[src/hw/aai_map.svh]
// Register map, field positions, reset values and timing counts
// Function
// The alert pin is active low when the polarity bit 7 of alert_config is 0 and active high when it is 1.
// Event mode 0 (bits 6-5) holds the alert asserted while any unmasked latched source is set; code 1 is reserved.
// Event mode 2 asserts the alert for 2 ms in every 4 ms while any unmasked latched source is set.
// Event mode 3 gives one 2 ms alert pulse for each new unmasked event.
// With readback select bit 2 at 0 the latch register shows every latched source, masked or not.
// With readback select bit 2 at 1 the latch register shows only unmasked sources and masked ones read 0.
// Mask bit 7 gates the audio serial port clock-error source, 1 masks, and resets to 1.
// Mask bit 6 gates the PLL-lock source, 1 masks, and resets to 1.
// Latch bit 7 sets on an audio serial port clock error, clears itself and resets to 0.
// Latch bit 6 sets when the PLL reports lock, clears itself and resets to 0.
// alert_config sits at page 0 address 0x32 and resets to 0x00.
// Reading the latch register clears the bits it returns, and an event in the same cycle stays latched.
// The 2 ms and 4 ms timings come from counters on the internal clock.
`ifndef AAI_MAP_SVH
`define AAI_MAP_SVH

`define AAI_PAGE_ZERO   8'h00
`define AAI_ADDR_CFG    8'h32
`define AAI_ADDR_MASK   8'h33
`define AAI_ADDR_LTCH   8'h36

`define AAI_CFG_RST     8'h00
`define AAI_MASK_RST    8'hff
`define AAI_LTCH_RST    8'h00

`define AAI_CFG_WMASK   8'he4
`define AAI_SRC_BITS    8'hc0
`define AAI_BIT_POL     7
`define AAI_BIT_EVM_HI  6
`define AAI_BIT_EVM_LO  5
`define AAI_BIT_RDSEL   2
`define AAI_BIT_ASI     7
`define AAI_BIT_PLL     6

`define AAI_CLK_HZ      10000000
`define AAI_PULSE_MS    2
`define AAI_PERIOD_MS   4
`define AAI_PULSE_CYC   (`AAI_PULSE_MS * (`AAI_CLK_HZ / 1000))
`define AAI_PERIOD_CYC  (`AAI_PERIOD_MS * (`AAI_CLK_HZ / 1000))

`endif

[src/hw/aai_pkg.sv]
// Types shared by the alert logic
package aai_pkg;

    typedef enum logic [1:0] {
        AAI_EVM_LEVEL   = 2'b00,
        AAI_EVM_RSVD    = 2'b01,
        AAI_EVM_TRAIN   = 2'b10,
        AAI_EVM_ONESHOT = 2'b11
    } aai_evmode_t;

endpackage

[src/hw/aai_alert_top.sv]
// Alert logic of the audio converter: sources, masks, latch and pin
`timescale 1ns/1ps
`include "aai_map.svh"

module aai_alert_top #(
    parameter int PULSE_CYC  = `AAI_PULSE_CYC,
    parameter int PERIOD_CYC = `AAI_PERIOD_CYC
) (
    input  wire logic       clk,
    input  wire logic       resetn,
    // Register port, same clock as this block
    input  wire logic [7:0] reg_page,
    input  wire logic [7:0] reg_addr,
    input  wire logic [7:0] reg_wdata,
    input  wire logic       reg_wr,
    input  wire logic       reg_rd,
    output logic      [7:0] reg_rdata_ff,
    output logic            reg_rvalid_ff,
    // Event sources from other clock domains
    input  wire logic       audio_serial_port_clk_err,
    input  wire logic       pll_locked,
    // Alert pin
    output logic            alert_pin_ff
);
    import aai_pkg::*;

    ////////////////////////////////////////////////////////////////////
    // Functions

    function automatic logic hit(input logic [7:0] page,
                                 input logic [7:0] addr,
                                 input logic [7:0] target);
        hit = (page == `AAI_PAGE_ZERO) && (addr == target);
    endfunction

    function automatic logic [7:0] rise(input logic [7:0] now,
                                        input logic [7:0] was);
        rise = now & ~was;
    endfunction

    ////////////////////////////////////////////////////////////////////
    // Source synchronisers

    logic [1:0] src_meta_ff;
    logic [1:0] src_sync_ff;
    logic [1:0] src_prev_ff;

    always_ff @(posedge clk) begin
        if (!resetn) begin
            src_meta_ff <= 2'h0;
            src_sync_ff <= 2'h0;
            src_prev_ff <= 2'h0;
        end else begin
            src_meta_ff <= {audio_serial_port_clk_err, pll_locked};
            src_sync_ff <= src_meta_ff;
            src_prev_ff <= src_sync_ff;
        end
    end

    logic [7:0] src_now;
    logic [7:0] src_was;
    logic [7:0] set_vec;

    always_comb begin
        src_now = 8'h00;
        src_was = 8'h00;
        src_now[`AAI_BIT_ASI] = src_sync_ff[1];
        src_now[`AAI_BIT_PLL] = src_sync_ff[0];
        src_was[`AAI_BIT_ASI] = src_prev_ff[1];
        src_was[`AAI_BIT_PLL] = src_prev_ff[0];
    end

    // Edge based, so a stuck error raises one event and not a flood
    assign set_vec = rise(src_now, src_was);

    ////////////////////////////////////////////////////////////////////
    // Register decode

    logic cfg_wr;
    logic mask_wr;
    logic ltch_rd;

    assign cfg_wr  = reg_wr && hit(reg_page, reg_addr, `AAI_ADDR_CFG);
    assign mask_wr = reg_wr && hit(reg_page, reg_addr, `AAI_ADDR_MASK);
    assign ltch_rd = reg_rd && hit(reg_page, reg_addr, `AAI_ADDR_LTCH);

    ////////////////////////////////////////////////////////////////////
    // Configuration register

    logic [7:0] alert_config_ff;

    always_ff @(posedge clk) begin
        if (!resetn) begin
            alert_config_ff <= `AAI_CFG_RST;
        end else if (cfg_wr) begin
            // Reserved bits stay zero
            alert_config_ff <= reg_wdata & `AAI_CFG_WMASK;
        end
    end

    logic        alert_polarity;
    logic        latch_readback_select;
    aai_evmode_t event_mode;

    assign alert_polarity        = alert_config_ff[`AAI_BIT_POL];
    assign latch_readback_select = alert_config_ff[`AAI_BIT_RDSEL];
    assign event_mode = aai_evmode_t'(
        alert_config_ff[`AAI_BIT_EVM_HI:`AAI_BIT_EVM_LO]);

    ////////////////////////////////////////////////////////////////////
    // Mask register

    logic [7:0] alert_mask_bank_ff;

    always_ff @(posedge clk) begin
        if (!resetn) begin
            alert_mask_bank_ff <= `AAI_MASK_RST;
        end else if (mask_wr) begin
            // Reserved low bits are writable storage too
            alert_mask_bank_ff <= reg_wdata;
        end
    end

    logic [7:0] unmasked;

    assign unmasked = ~alert_mask_bank_ff & `AAI_SRC_BITS;

    ////////////////////////////////////////////////////////////////////
    // Latch register

    logic [7:0] alert_latch_bank_ff;
    logic [7:0] view_mask;
    logic [7:0] latch_view;
    logic [7:0] rd_clear;
    logic [7:0] nxt_latch;

    always_comb begin
        if (latch_readback_select) begin
            view_mask = unmasked;
        end else begin
            view_mask = `AAI_SRC_BITS;
        end
        latch_view = alert_latch_bank_ff & view_mask;
        rd_clear   = ltch_rd ? latch_view : 8'h00;
        // A set in the read cycle survives the clear
        nxt_latch  = (alert_latch_bank_ff & ~rd_clear) | set_vec;
    end

    always_ff @(posedge clk) begin
        if (!resetn) begin
            alert_latch_bank_ff <= `AAI_LTCH_RST;
        end else begin
            alert_latch_bank_ff <= nxt_latch & `AAI_SRC_BITS;
        end
    end

    ////////////////////////////////////////////////////////////////////
    // Read data

    logic [7:0] nxt_rdata;

    always_comb begin
        nxt_rdata = 8'h00;
        if (reg_page == `AAI_PAGE_ZERO) begin
            unique case (reg_addr)
                `AAI_ADDR_CFG:  nxt_rdata = alert_config_ff;
                `AAI_ADDR_MASK: nxt_rdata = alert_mask_bank_ff;
                `AAI_ADDR_LTCH: nxt_rdata = latch_view;
                default:        nxt_rdata = 8'h00;
            endcase
        end
    end

    always_ff @(posedge clk) begin
        if (!resetn) begin
            reg_rdata_ff  <= 8'h00;
            reg_rvalid_ff <= 1'b0;
        end else begin
            reg_rvalid_ff <= reg_rd;
            if (reg_rd) begin
                reg_rdata_ff <= nxt_rdata;
            end
        end
    end

    ////////////////////////////////////////////////////////////////////
    // Alert shaping and pin

    logic pending;
    logic trigger;
    logic alert_active;

    assign pending = |(alert_latch_bank_ff & unmasked);
    assign trigger = |(set_vec & unmasked);

    aai_pulse_timer #(
        .PULSE_CYC  (PULSE_CYC),
        .PERIOD_CYC (PERIOD_CYC)
    ) u_timer (
        .clk       (clk),
        .resetn    (resetn),
        .mode      (event_mode),
        .pending   (pending),
        .trigger   (trigger),
        .active_ff (alert_active)
    );

    // Reset value is the idle level of the default active-low pin
    always_ff @(posedge clk) begin
        if (!resetn) begin
            alert_pin_ff <= 1'b1;
        end else begin
            alert_pin_ff <= alert_polarity ? alert_active
                                           : ~alert_active;
        end
    end

endmodule // aai_alert_top

[src/hw/aai_pulse_timer.sv]
// Shapes the alert level into level, pulse train or one-shot form
`timescale 1ns/1ps
`include "aai_map.svh"

module aai_pulse_timer #(
    parameter int PULSE_CYC  = `AAI_PULSE_CYC,
    parameter int PERIOD_CYC = `AAI_PERIOD_CYC
) (
    input  wire logic                clk,
    input  wire logic                resetn,
    input  wire aai_pkg::aai_evmode_t mode,
    input  wire logic                pending,
    input  wire logic                trigger,
    output logic                     active_ff
);
    import aai_pkg::*;

    localparam int CW = $clog2(PERIOD_CYC + 1);
    localparam logic [CW-1:0] PULSE_V = CW'(PULSE_CYC);
    localparam logic [CW-1:0] LAST_V  = CW'(PERIOD_CYC - 1);

    logic [CW-1:0] cnt_ff;
    logic [CW-1:0] nxt_cnt;
    logic          nxt_active;

    ////////////////////////////////////////////////////////////////////
    always_comb begin
        nxt_cnt    = '0;
        nxt_active = 1'b0;
        unique case (mode)
            AAI_EVM_LEVEL, AAI_EVM_RSVD: begin
                nxt_active = pending;
            end
            AAI_EVM_TRAIN: begin
                // Train restarts at phase 0 each time pending rises from clear, not when another source turns up while pending
                if (pending) begin
                    nxt_cnt = (cnt_ff == LAST_V) ? '0 : cnt_ff + 1'b1;
                    nxt_active = cnt_ff < PULSE_V;
                end
            end
            AAI_EVM_ONESHOT: begin
                // A new event during a pulse stretches it from that point
                if (trigger) begin
                    nxt_cnt = PULSE_V;
                end else if (cnt_ff != '0) begin
                    nxt_cnt = cnt_ff - 1'b1;
                end
                nxt_active = nxt_cnt != '0;
            end
        endcase
    end

    always_ff @(posedge clk) begin
        if (!resetn) begin
            cnt_ff    <= '0;
            active_ff <= 1'b0;
        end else begin
            cnt_ff    <= nxt_cnt;
            active_ff <= nxt_active;
        end
    end

endmodule // aai_pulse_timer

[config.mk]
export PLATFORM = sky130hd
export DESIGN_NAME = aai_alert_top
export DESIGN_NICKNAME = d
export VERILOG_FILES = /design/src/hw/aai_pkg.sv /design/src/hw/aai_alert_top.sv /design/src/hw/aai_pulse_timer.sv
export VERILOG_INCLUDE_DIRS = /design/src /design/src/hw
export SDC_FILE = /design/constraint.sdc
export NUM_CORES = 1
export LEC_CHECK = 0
export ABC_AREA = 1
export BUFFER_PORTS_ARGS = -buffer_cell sky130_fd_sc_hd__buf_4
export CAP_MARGIN = 20
export CORE_ASPECT_RATIO = 1.75
export CORE_MARGIN = 2
export CORE_UTILIZATION = 55
export CTS_BUF_LIST = sky130_fd_sc_hd__clkbuf_2
export DETAILED_ROUTE_END_ITERATION = 7
export PLACE_DENSITY = 0.82
export REMOVE_ABC_BUFFERS = 1
export SLEW_MARGIN = 20
export SYNTH_ARGS = -nofsm -noshare
export SYNTH_HDL_FRONTEND = slang
export SYNTH_SLANG_ARGS = --single-unit
export TNS_END_PERCENT = 30
[constraint.sdc]
create_clock -name clk -period 4.7 [get_ports clk]
set_input_delay 0 -clock clk [delete_from_list [all_inputs] [get_ports clk]]
set_output_delay 0 -clock clk [all_outputs]
set_load 0.005 [all_outputs]
# Word level (Yosys, flattened, before mapping)
# Cells that the tools add are included.
dict set report totals {
  rom_bits 0
  memories 0
  in_bits 30
  mem_bits_rw 0
  latch_bits 0
  ff_bits 53
  out_inout_bits 10
}
dict set report op_classes {
  reduce_logical 13
  magnitude_cmp 1
  addsub 2
  muxes 13
  n_mul 0
  n_eq_ne 7
  bitwise 10
  div_mod_pow 0
  shifts 0
}
# operator n
set op_table {}
lappend op_table {{16-bit 2-to-1 mux} 5}
lappend op_table {{8-bit AND} 5}
lappend op_table {{16-bit one-hot mux with 2 select lines} 1}
lappend op_table {{16-bit nonzero test} 2}
lappend op_table {{8-bit by 6-bit equality test with 1-bit output, second input constant} 3}
lappend op_table {{8-bit 2-to-1 mux} 3}
lappend op_table {{8-bit inverter} 3}
lappend op_table {{8-bit one-hot mux with 3 select lines} 1}
lappend op_table {{16-bit by 1-bit adder with 16-bit output, second input constant} 1}
lappend op_table {{16-bit equality test, second input constant} 1}
lappend op_table {{16-bit by 15-bit less-than comparator with 1-bit output, second input constant} 1}
lappend op_table {{8-bit OR reduction} 2}
lappend op_table {{16-bit by 1-bit subtractor with 16-bit output, second input constant} 1}
lappend op_table {{8-bit zero test} 1}
lappend op_table {{8-bit OR} 1}
lappend op_table {{1-bit logical AND} 6}
lappend op_table {{2-bit equality test, second input constant} 2}
lappend op_table {{1-bit one-hot mux with 3 select lines} 1}
lappend op_table {{2-bit by 1-bit equality test with 1-bit output, second input constant} 1}
lappend op_table {{2-bit zero test} 1}
lappend op_table {{1-bit 2-to-1 mux} 2}
lappend op_table {{2-bit OR reduction} 1}
lappend op_table {{1-bit inverter} 1}

# Depth between registers and ports, before layout
dict set report logic_depth {
  ltp_word 8
  ltp_mapped 14
  depth_no_buf 14
}

# Cells and area by module
# From an unflattened synthesis, not the netlist that was laid out.
dict set report unflattened {
  hier_cells 454
  hier_area_um2 2982.9
}
# module instances area_per_inst_um2 cells_per_inst
set by_module_without_submodules {}
lappend by_module_without_submodules {aai_pulse_timer 1 1584.0 273}
lappend by_module_without_submodules {aai_alert_top 1 1398.8 181}

# Worst setup path before layout
# No wires, ideal clock.
dict set report synth_timing {
  path_type {reg-to-reg}
  startpoint {register u_timer.cnt_ff[0]}
  endpoint {register u_timer.cnt_ff[14]}
  stages_incl_launch_ff 11
  period_less_slack_ns 1.476
  arrival_ns 1.343
  slack_ns 3.224
  path_cell_list {dfxtp_1 ha_1 nand4_2 nor2_1 nand2_1 nor2_4 nand3_2 nor2_1 nor2_1 nand2_1 a21oi_1}
}
dict set report synth_via {
  elab_chain_cells 5
  word_cells_on_any_way 10
}
# element line_no
set synth_rtl {}
lappend synth_rtl {{start, declared} aai_pulse_timer.sv:22} ;# logic [CW-1:0] cnt_ff;
lappend synth_rtl {{start signal, assigned} aai_pulse_timer.sv:58} ;# cnt_ff <= nxt_cnt;
lappend synth_rtl {{16-bit by 1-bit subtractor with 16-bit output or 16-bit nonzero test (tied branches)} {aai_pulse_timer.sv:46, aai_pulse_timer.sv:45}}
lappend synth_rtl {{16-bit 2-to-1 mux} aai_pulse_timer.sv:45} ;# end else if (cnt_ff != '0) begin
lappend synth_rtl {{16-bit 2-to-1 mux} aai_pulse_timer.sv:43} ;# if (trigger) begin
lappend synth_rtl {{16-bit 2-to-1 mux} aai_pulse_timer.sv:30} ;# unique case (mode)
lappend synth_rtl {{16-bit one-hot mux with 2 select lines *} aai_pulse_timer.sv:30}
# Mark *: on every way between the ends. The rest lies on a longest branch, timed or not. The select of a mux whose other input is x is not followed.
# A chain may end at the register's enable or synchronous reset.

# Final worst setup path
dict set report layout_timing {
  startpoint {input port reg_page[0]}
  endpoint {register alert_config_ff[2]}
}
dict set report layout_via {
  elab_chain_cells 3
}
# element line_no
set layout_rtl {}
lappend layout_rtl {{start, declared} aai_alert_top.sv:12} ;# input wire logic [7:0] reg_page,
lappend layout_rtl {{8-bit zero test (no source line)} n/a}
lappend layout_rtl {{1-bit logical AND} aai_alert_top.sv:33} ;# hit = (page == `AAI_PAGE_ZERO) && (addr == target);
lappend layout_rtl {{1-bit logical AND} aai_alert_top.sv:83} ;# assign cfg_wr = reg_wr && hit(reg_page, reg_addr, `AAI_ADDR_CFG);
lappend layout_rtl {{end signal, assigned} aai_alert_top.sv:94} ;# alert_config_ff <= `AAI_CFG_RST;
lappend layout_rtl {{end signal, assigned} aai_alert_top.sv:97} ;# alert_config_ff <= reg_wdata & `AAI_CFG_WMASK;
lappend layout_rtl {{end, declared} aai_alert_top.sv:90} ;# logic [7:0] alert_config_ff;
# Every way passes these cells.

==> tab_implementation.tex <==
\begin{tabular}{lr}
\hline
Metric & Value \\
\hline
\multicolumn{2}{l}{\textbf{Route}} \\
Total met2 wirelength after detailed routing & 4970 µm \\
Met3 Wirelength & 630 µm \\
DR DRC count & 1 \\
Per-cell via count in the routed design & roughly 6 \\
Uppermost signal routing layer after detailed routing & met4 \\
Per-cell routed wire length & 17.2 µm \\
Total wire length after detailed routing & 9460 µm \\
Remaining number of nets flagged by the antenna check after routing & 0 \\
1st-pass router iterations & 8 \\
Routed metal-1 wire length & 3310 µm \\
Via total after detailed routing & 3257 \\
Drt first-iter violations & 251 \\
\multicolumn{2}{l}{\textbf{Layout}} \\
Final core utilization & 0.702 \\
Number of nets in the layout & 528 \\
Layout area overhead & 22.4\% \\
Fraction of layout instances using a drive strength above 1 & 0.183 \\
Number of cells in the finished layout apart from fillers & 550 \\
Design Area, Final & between 0.003 and 0.004 mm² \\
Number of diodes & 0 \\
\multicolumn{2}{l}{\textbf{Floorplan}} \\
Area of the die & 0.00585 mm² \\
Die X & 58.7 µm \\
Core area & between 0.005 and 0.006 mm² \\
I/O pin count & 40 \\
Number of standard-cell rows in the floorplan & 34 \\
Effective utilization at floorplan & 0.573 \\
Die outline height & 99.7 µm \\
\multicolumn{2}{l}{\textbf{Power}} \\
Post-route total power & 0.708 mW \\
Peak supply drop & 0.207 mV \\
Static Leak & between 1.5 and 2 nW \\
Pwr Density & 201 mW/mm² \\
\multicolumn{2}{l}{\textbf{Clocking}} \\
Clk pin slew, worst setup/hold paths & 0.28 ns \\
Cts-stage hold buffer count & 27 \\
Setup Buffers After CTS & 0 \\
Clock latency on the worst-skew pair & 0.45 ns \\
Maximum number of buffers from clock root to sink & 2 \\
Post-cts repair resize count & 0 \\
CTS Root Buffer Type & clkbuf\_2 \\
Num Clock Sinks & 47 \\
Clock tree from TritonCTS & yes \\
Inserted Clock Buffers & 5 \\
Deepest level of the CTS H-tree & 2 \\
\multicolumn{2}{l}{\textbf{Timing}} \\
Max Fclk & 309 MHz \\
Final TNS setup & 0 ns \\
Worst slack on hold paths & 0.0207 ns \\
Setup violations, final & 0 \\
Unrepaired setup endpoints after global routing & no \\
Slew of the pin with the lowest slew margin & 0.560 ns \\
Final hold vios & 0 \\
Setup slack of the critical path after layout & 1.46 ns \\
Ratio of final minimum period to clock period & 0.689 \\
Shortest period the worst path allows & $\sim$3.2 ns \\
Slew HR & 0.623 \\
Max Transition Viols Final & 0 \\
Worst clock skew on the final layout & 0.0379 ns \\
\multicolumn{2}{l}{\textbf{Place}} \\
Gp weighted congestion & 0.979 \\
Estimated wirelength of the detail-placed design & approximately 6300 µm \\
IO Port Bufs & 39 \\
Placed instance count & approximately 520 \\
Post-Place Worst Slack & 2.92 ns \\
Area after DPL & 0.00318 mm² \\
\multicolumn{2}{l}{\textbf{Global route}} \\
Total overflow reported by the global router & 0 \\
Number of global-route vias before repair & 3248 \\
Wire length of the first global-routing pass & 15900 µm \\
GRT Util Overall & 0.354 \\
Maximum number of pins on one net before global-route repair & 29 \\
Antenna violations before repair & 0 \\
\multicolumn{2}{l}{\textbf{Critical path}} \\
Peak fanout along the critical path & 10 \\
Critical-path top delay cell & dlygate4sd3\_1 \\
Critical Path AT & 3.66 ns \\
Buf+Inv Stages, Crit Path & 5 \\
Kind of critical path & primary input to flip-flop \\
Data required time at the worst endpoint & 5.12 ns \\
Element type at the critical path end & flip-flop \\
Family with the most delay on the worst path & buffers and inverters \\
CP max stage delay & 0.60 ns \\
Most frequent cell on the critical path & dlygate4sd3\_1 \\
Startpoint types & primary input \\
Critical-path cell list & dlygate4sd3\_1, buf\_4, nor2\_1, dlygate4sd3\_1, nand2\_1, dlygate4sd3\_1, nor2\_4, nand2\_1, nor4\_4, o21ai\_1, a21oi\_1, dlygate4sd3\_1 \\
\multicolumn{2}{l}{\textbf{Logic synthesis}} \\
Mapped Cells & between 400 and 500 \\
Netlist area before placement & between 0.002 and 0.003 mm² \\
Largest family of logic cells by synthesized area & simple AND/OR/NAND/NOR gates \\
Post-synthesis sequential area ratio & 0.327 \\
Share of cell area taken by muxes after synthesis & 0 \\
Share of the synthesized area in compound gates (AO/OA/AOI/OAI) & 0.149 \\
Post-synthesis simple-gate area fraction & 0.409 \\
Post-synthesis share of cell area spent on xor and xnor gates & 0.00913 \\
Register bit total from synthesis & 47 \\
Distinct cell type count of the synthesized netlist & 35 \\
Yosys warns & 0 \\
Mean post-synth cell area & approximately 6.7 µm² \\
Area share of fa/ha/maj cells after synthesis & 0.0130 \\
\multicolumn{2}{l}{\textbf{Hold path}} \\
Type of the tightest min-delay check & primary input to flip-flop \\
\multicolumn{2}{l}{\textbf{Outcome}} \\
Failing checks & design-rule violations \\
Result of the run & complete, but fails checks \\
\multicolumn{2}{l}{\textbf{Run}} \\
Max cap viols & 0 \\
\hline
\end{tabular}
## power breakdown
| group | internal (mW) | leakage, nW | switching, mW |
|---|---|---|---|
| clock network | 0.0930 | 0.0436 | 0.149 |
| logic | 0.0319 | 1.18 | 0.0281 |
| registers | 0.404 | 0.380 | 0.00152 |
## cell usage after synthesis (all sizes together)
cell type | number | share of area
nand2 | 112 | 0.16
inv | 56 | 0.073
nor2 | 54 | 0.10
dfxtp | 47 | 0.33
nand3 | 43 | 0.083
a21oi | 37 | 0.068
o21ai | 30 | 0.052
nand4 | 13 | 0.030
o211ai | 7 | 0.018
buf | 5 | 0.014
clkbuf | 5 | 0.0065
nor3 | 4 | 0.0070
ha | 3 | 0.013
nor4 | 3 | 0.016
xor2 | 3 | 0.0091
nand3b | 2 | 0.0052
o31ai | 2 | 0.0052
or2 | 2 | 0.0043
a211oi | 1 | 0.0026
and2 | 1 | 0.0022
and3 | 1 | 0.0022
o22ai | 1 | 0.0022
## flip-flops by register name, summed over array words and instances (netlist names)
name                 count
src_meta_ff              2
alert_mask_bank_ff       8
u_timer.active_ff        1
reg_rvalid_ff            1
u_timer.cnt_ff          16
alert_latch_bank_ff      2
src_sync_ff              2
reg_rdata_ff             8
alert_config_ff          4
alert_pin_ff             1
src_prev_ff              2
## cells by family after synthesis
family                     count (synthesis)
buffers and inverters                     66
DFF                                       47
AOI/OAI and AO/OA                         78
adders and majority gates                  3
xor gates and xnor gates                   3
and+or+nand+nor                          235
## cells in the final DEF, fill, tap and decap left out, drive strengths merged, types with 2 or more instances in the layout
master       count
nand2          112
inv             57
nor2            54
dfxtp           47
nand3           43
buf             39
a21oi           37
o21ai           30
dlygate4sd3     27
nand4           13
o211ai           7
clkbuf           5
nor3             4
xor2             3
ha               3
nor4             3
or2              2
o31ai            2
nand3b           2
## final timing paths
check                           cells past startpoint                  to  slack (ns)              start
worst max register to register                      8   u_timer.cnt_ff[9]        2.76  u_timer.cnt_ff[8]
worst min register to register                      2      src_sync_ff[1]        0.44     src_meta_ff[1]
worst min-delay path                                6     reg_rdata_ff[5]        0.02        reg_page[5]
worst max-delay path                               12  alert_config_ff[2]        1.46        reg_page[0]
## area by class of cell
class | count | area [µm²]
Sequential cell | 47 | 941
Multi-Input combinational cell | 319 | 1670
Clock buffer | 5 | 25.0
Clock inverter | 3 | 47.5
Tap cell | 54 | 67.6
Fill cell | 399 | 1500
Timing Repair Buffer | 66 | 563
Inverter | 56 | 210
## routing by layer
layer	vias up	track usage
met1	1471	0.401
met2	191	0.616
met4	0	0.212
met5	-	0
li1	1541	-
met3	54	0.0377
## worst reg2reg max path, delay by kind of cell, from the launching register on
family                 cells  cell delay, ns
AO/OA/AOI/OAI              2            0.61
buffers and inverters      1            0.21
flip-flops                 1            0.46
AND/OR/NAND/NOR            5            0.57
Note: power is estimated with default switching activity, not from simulation.
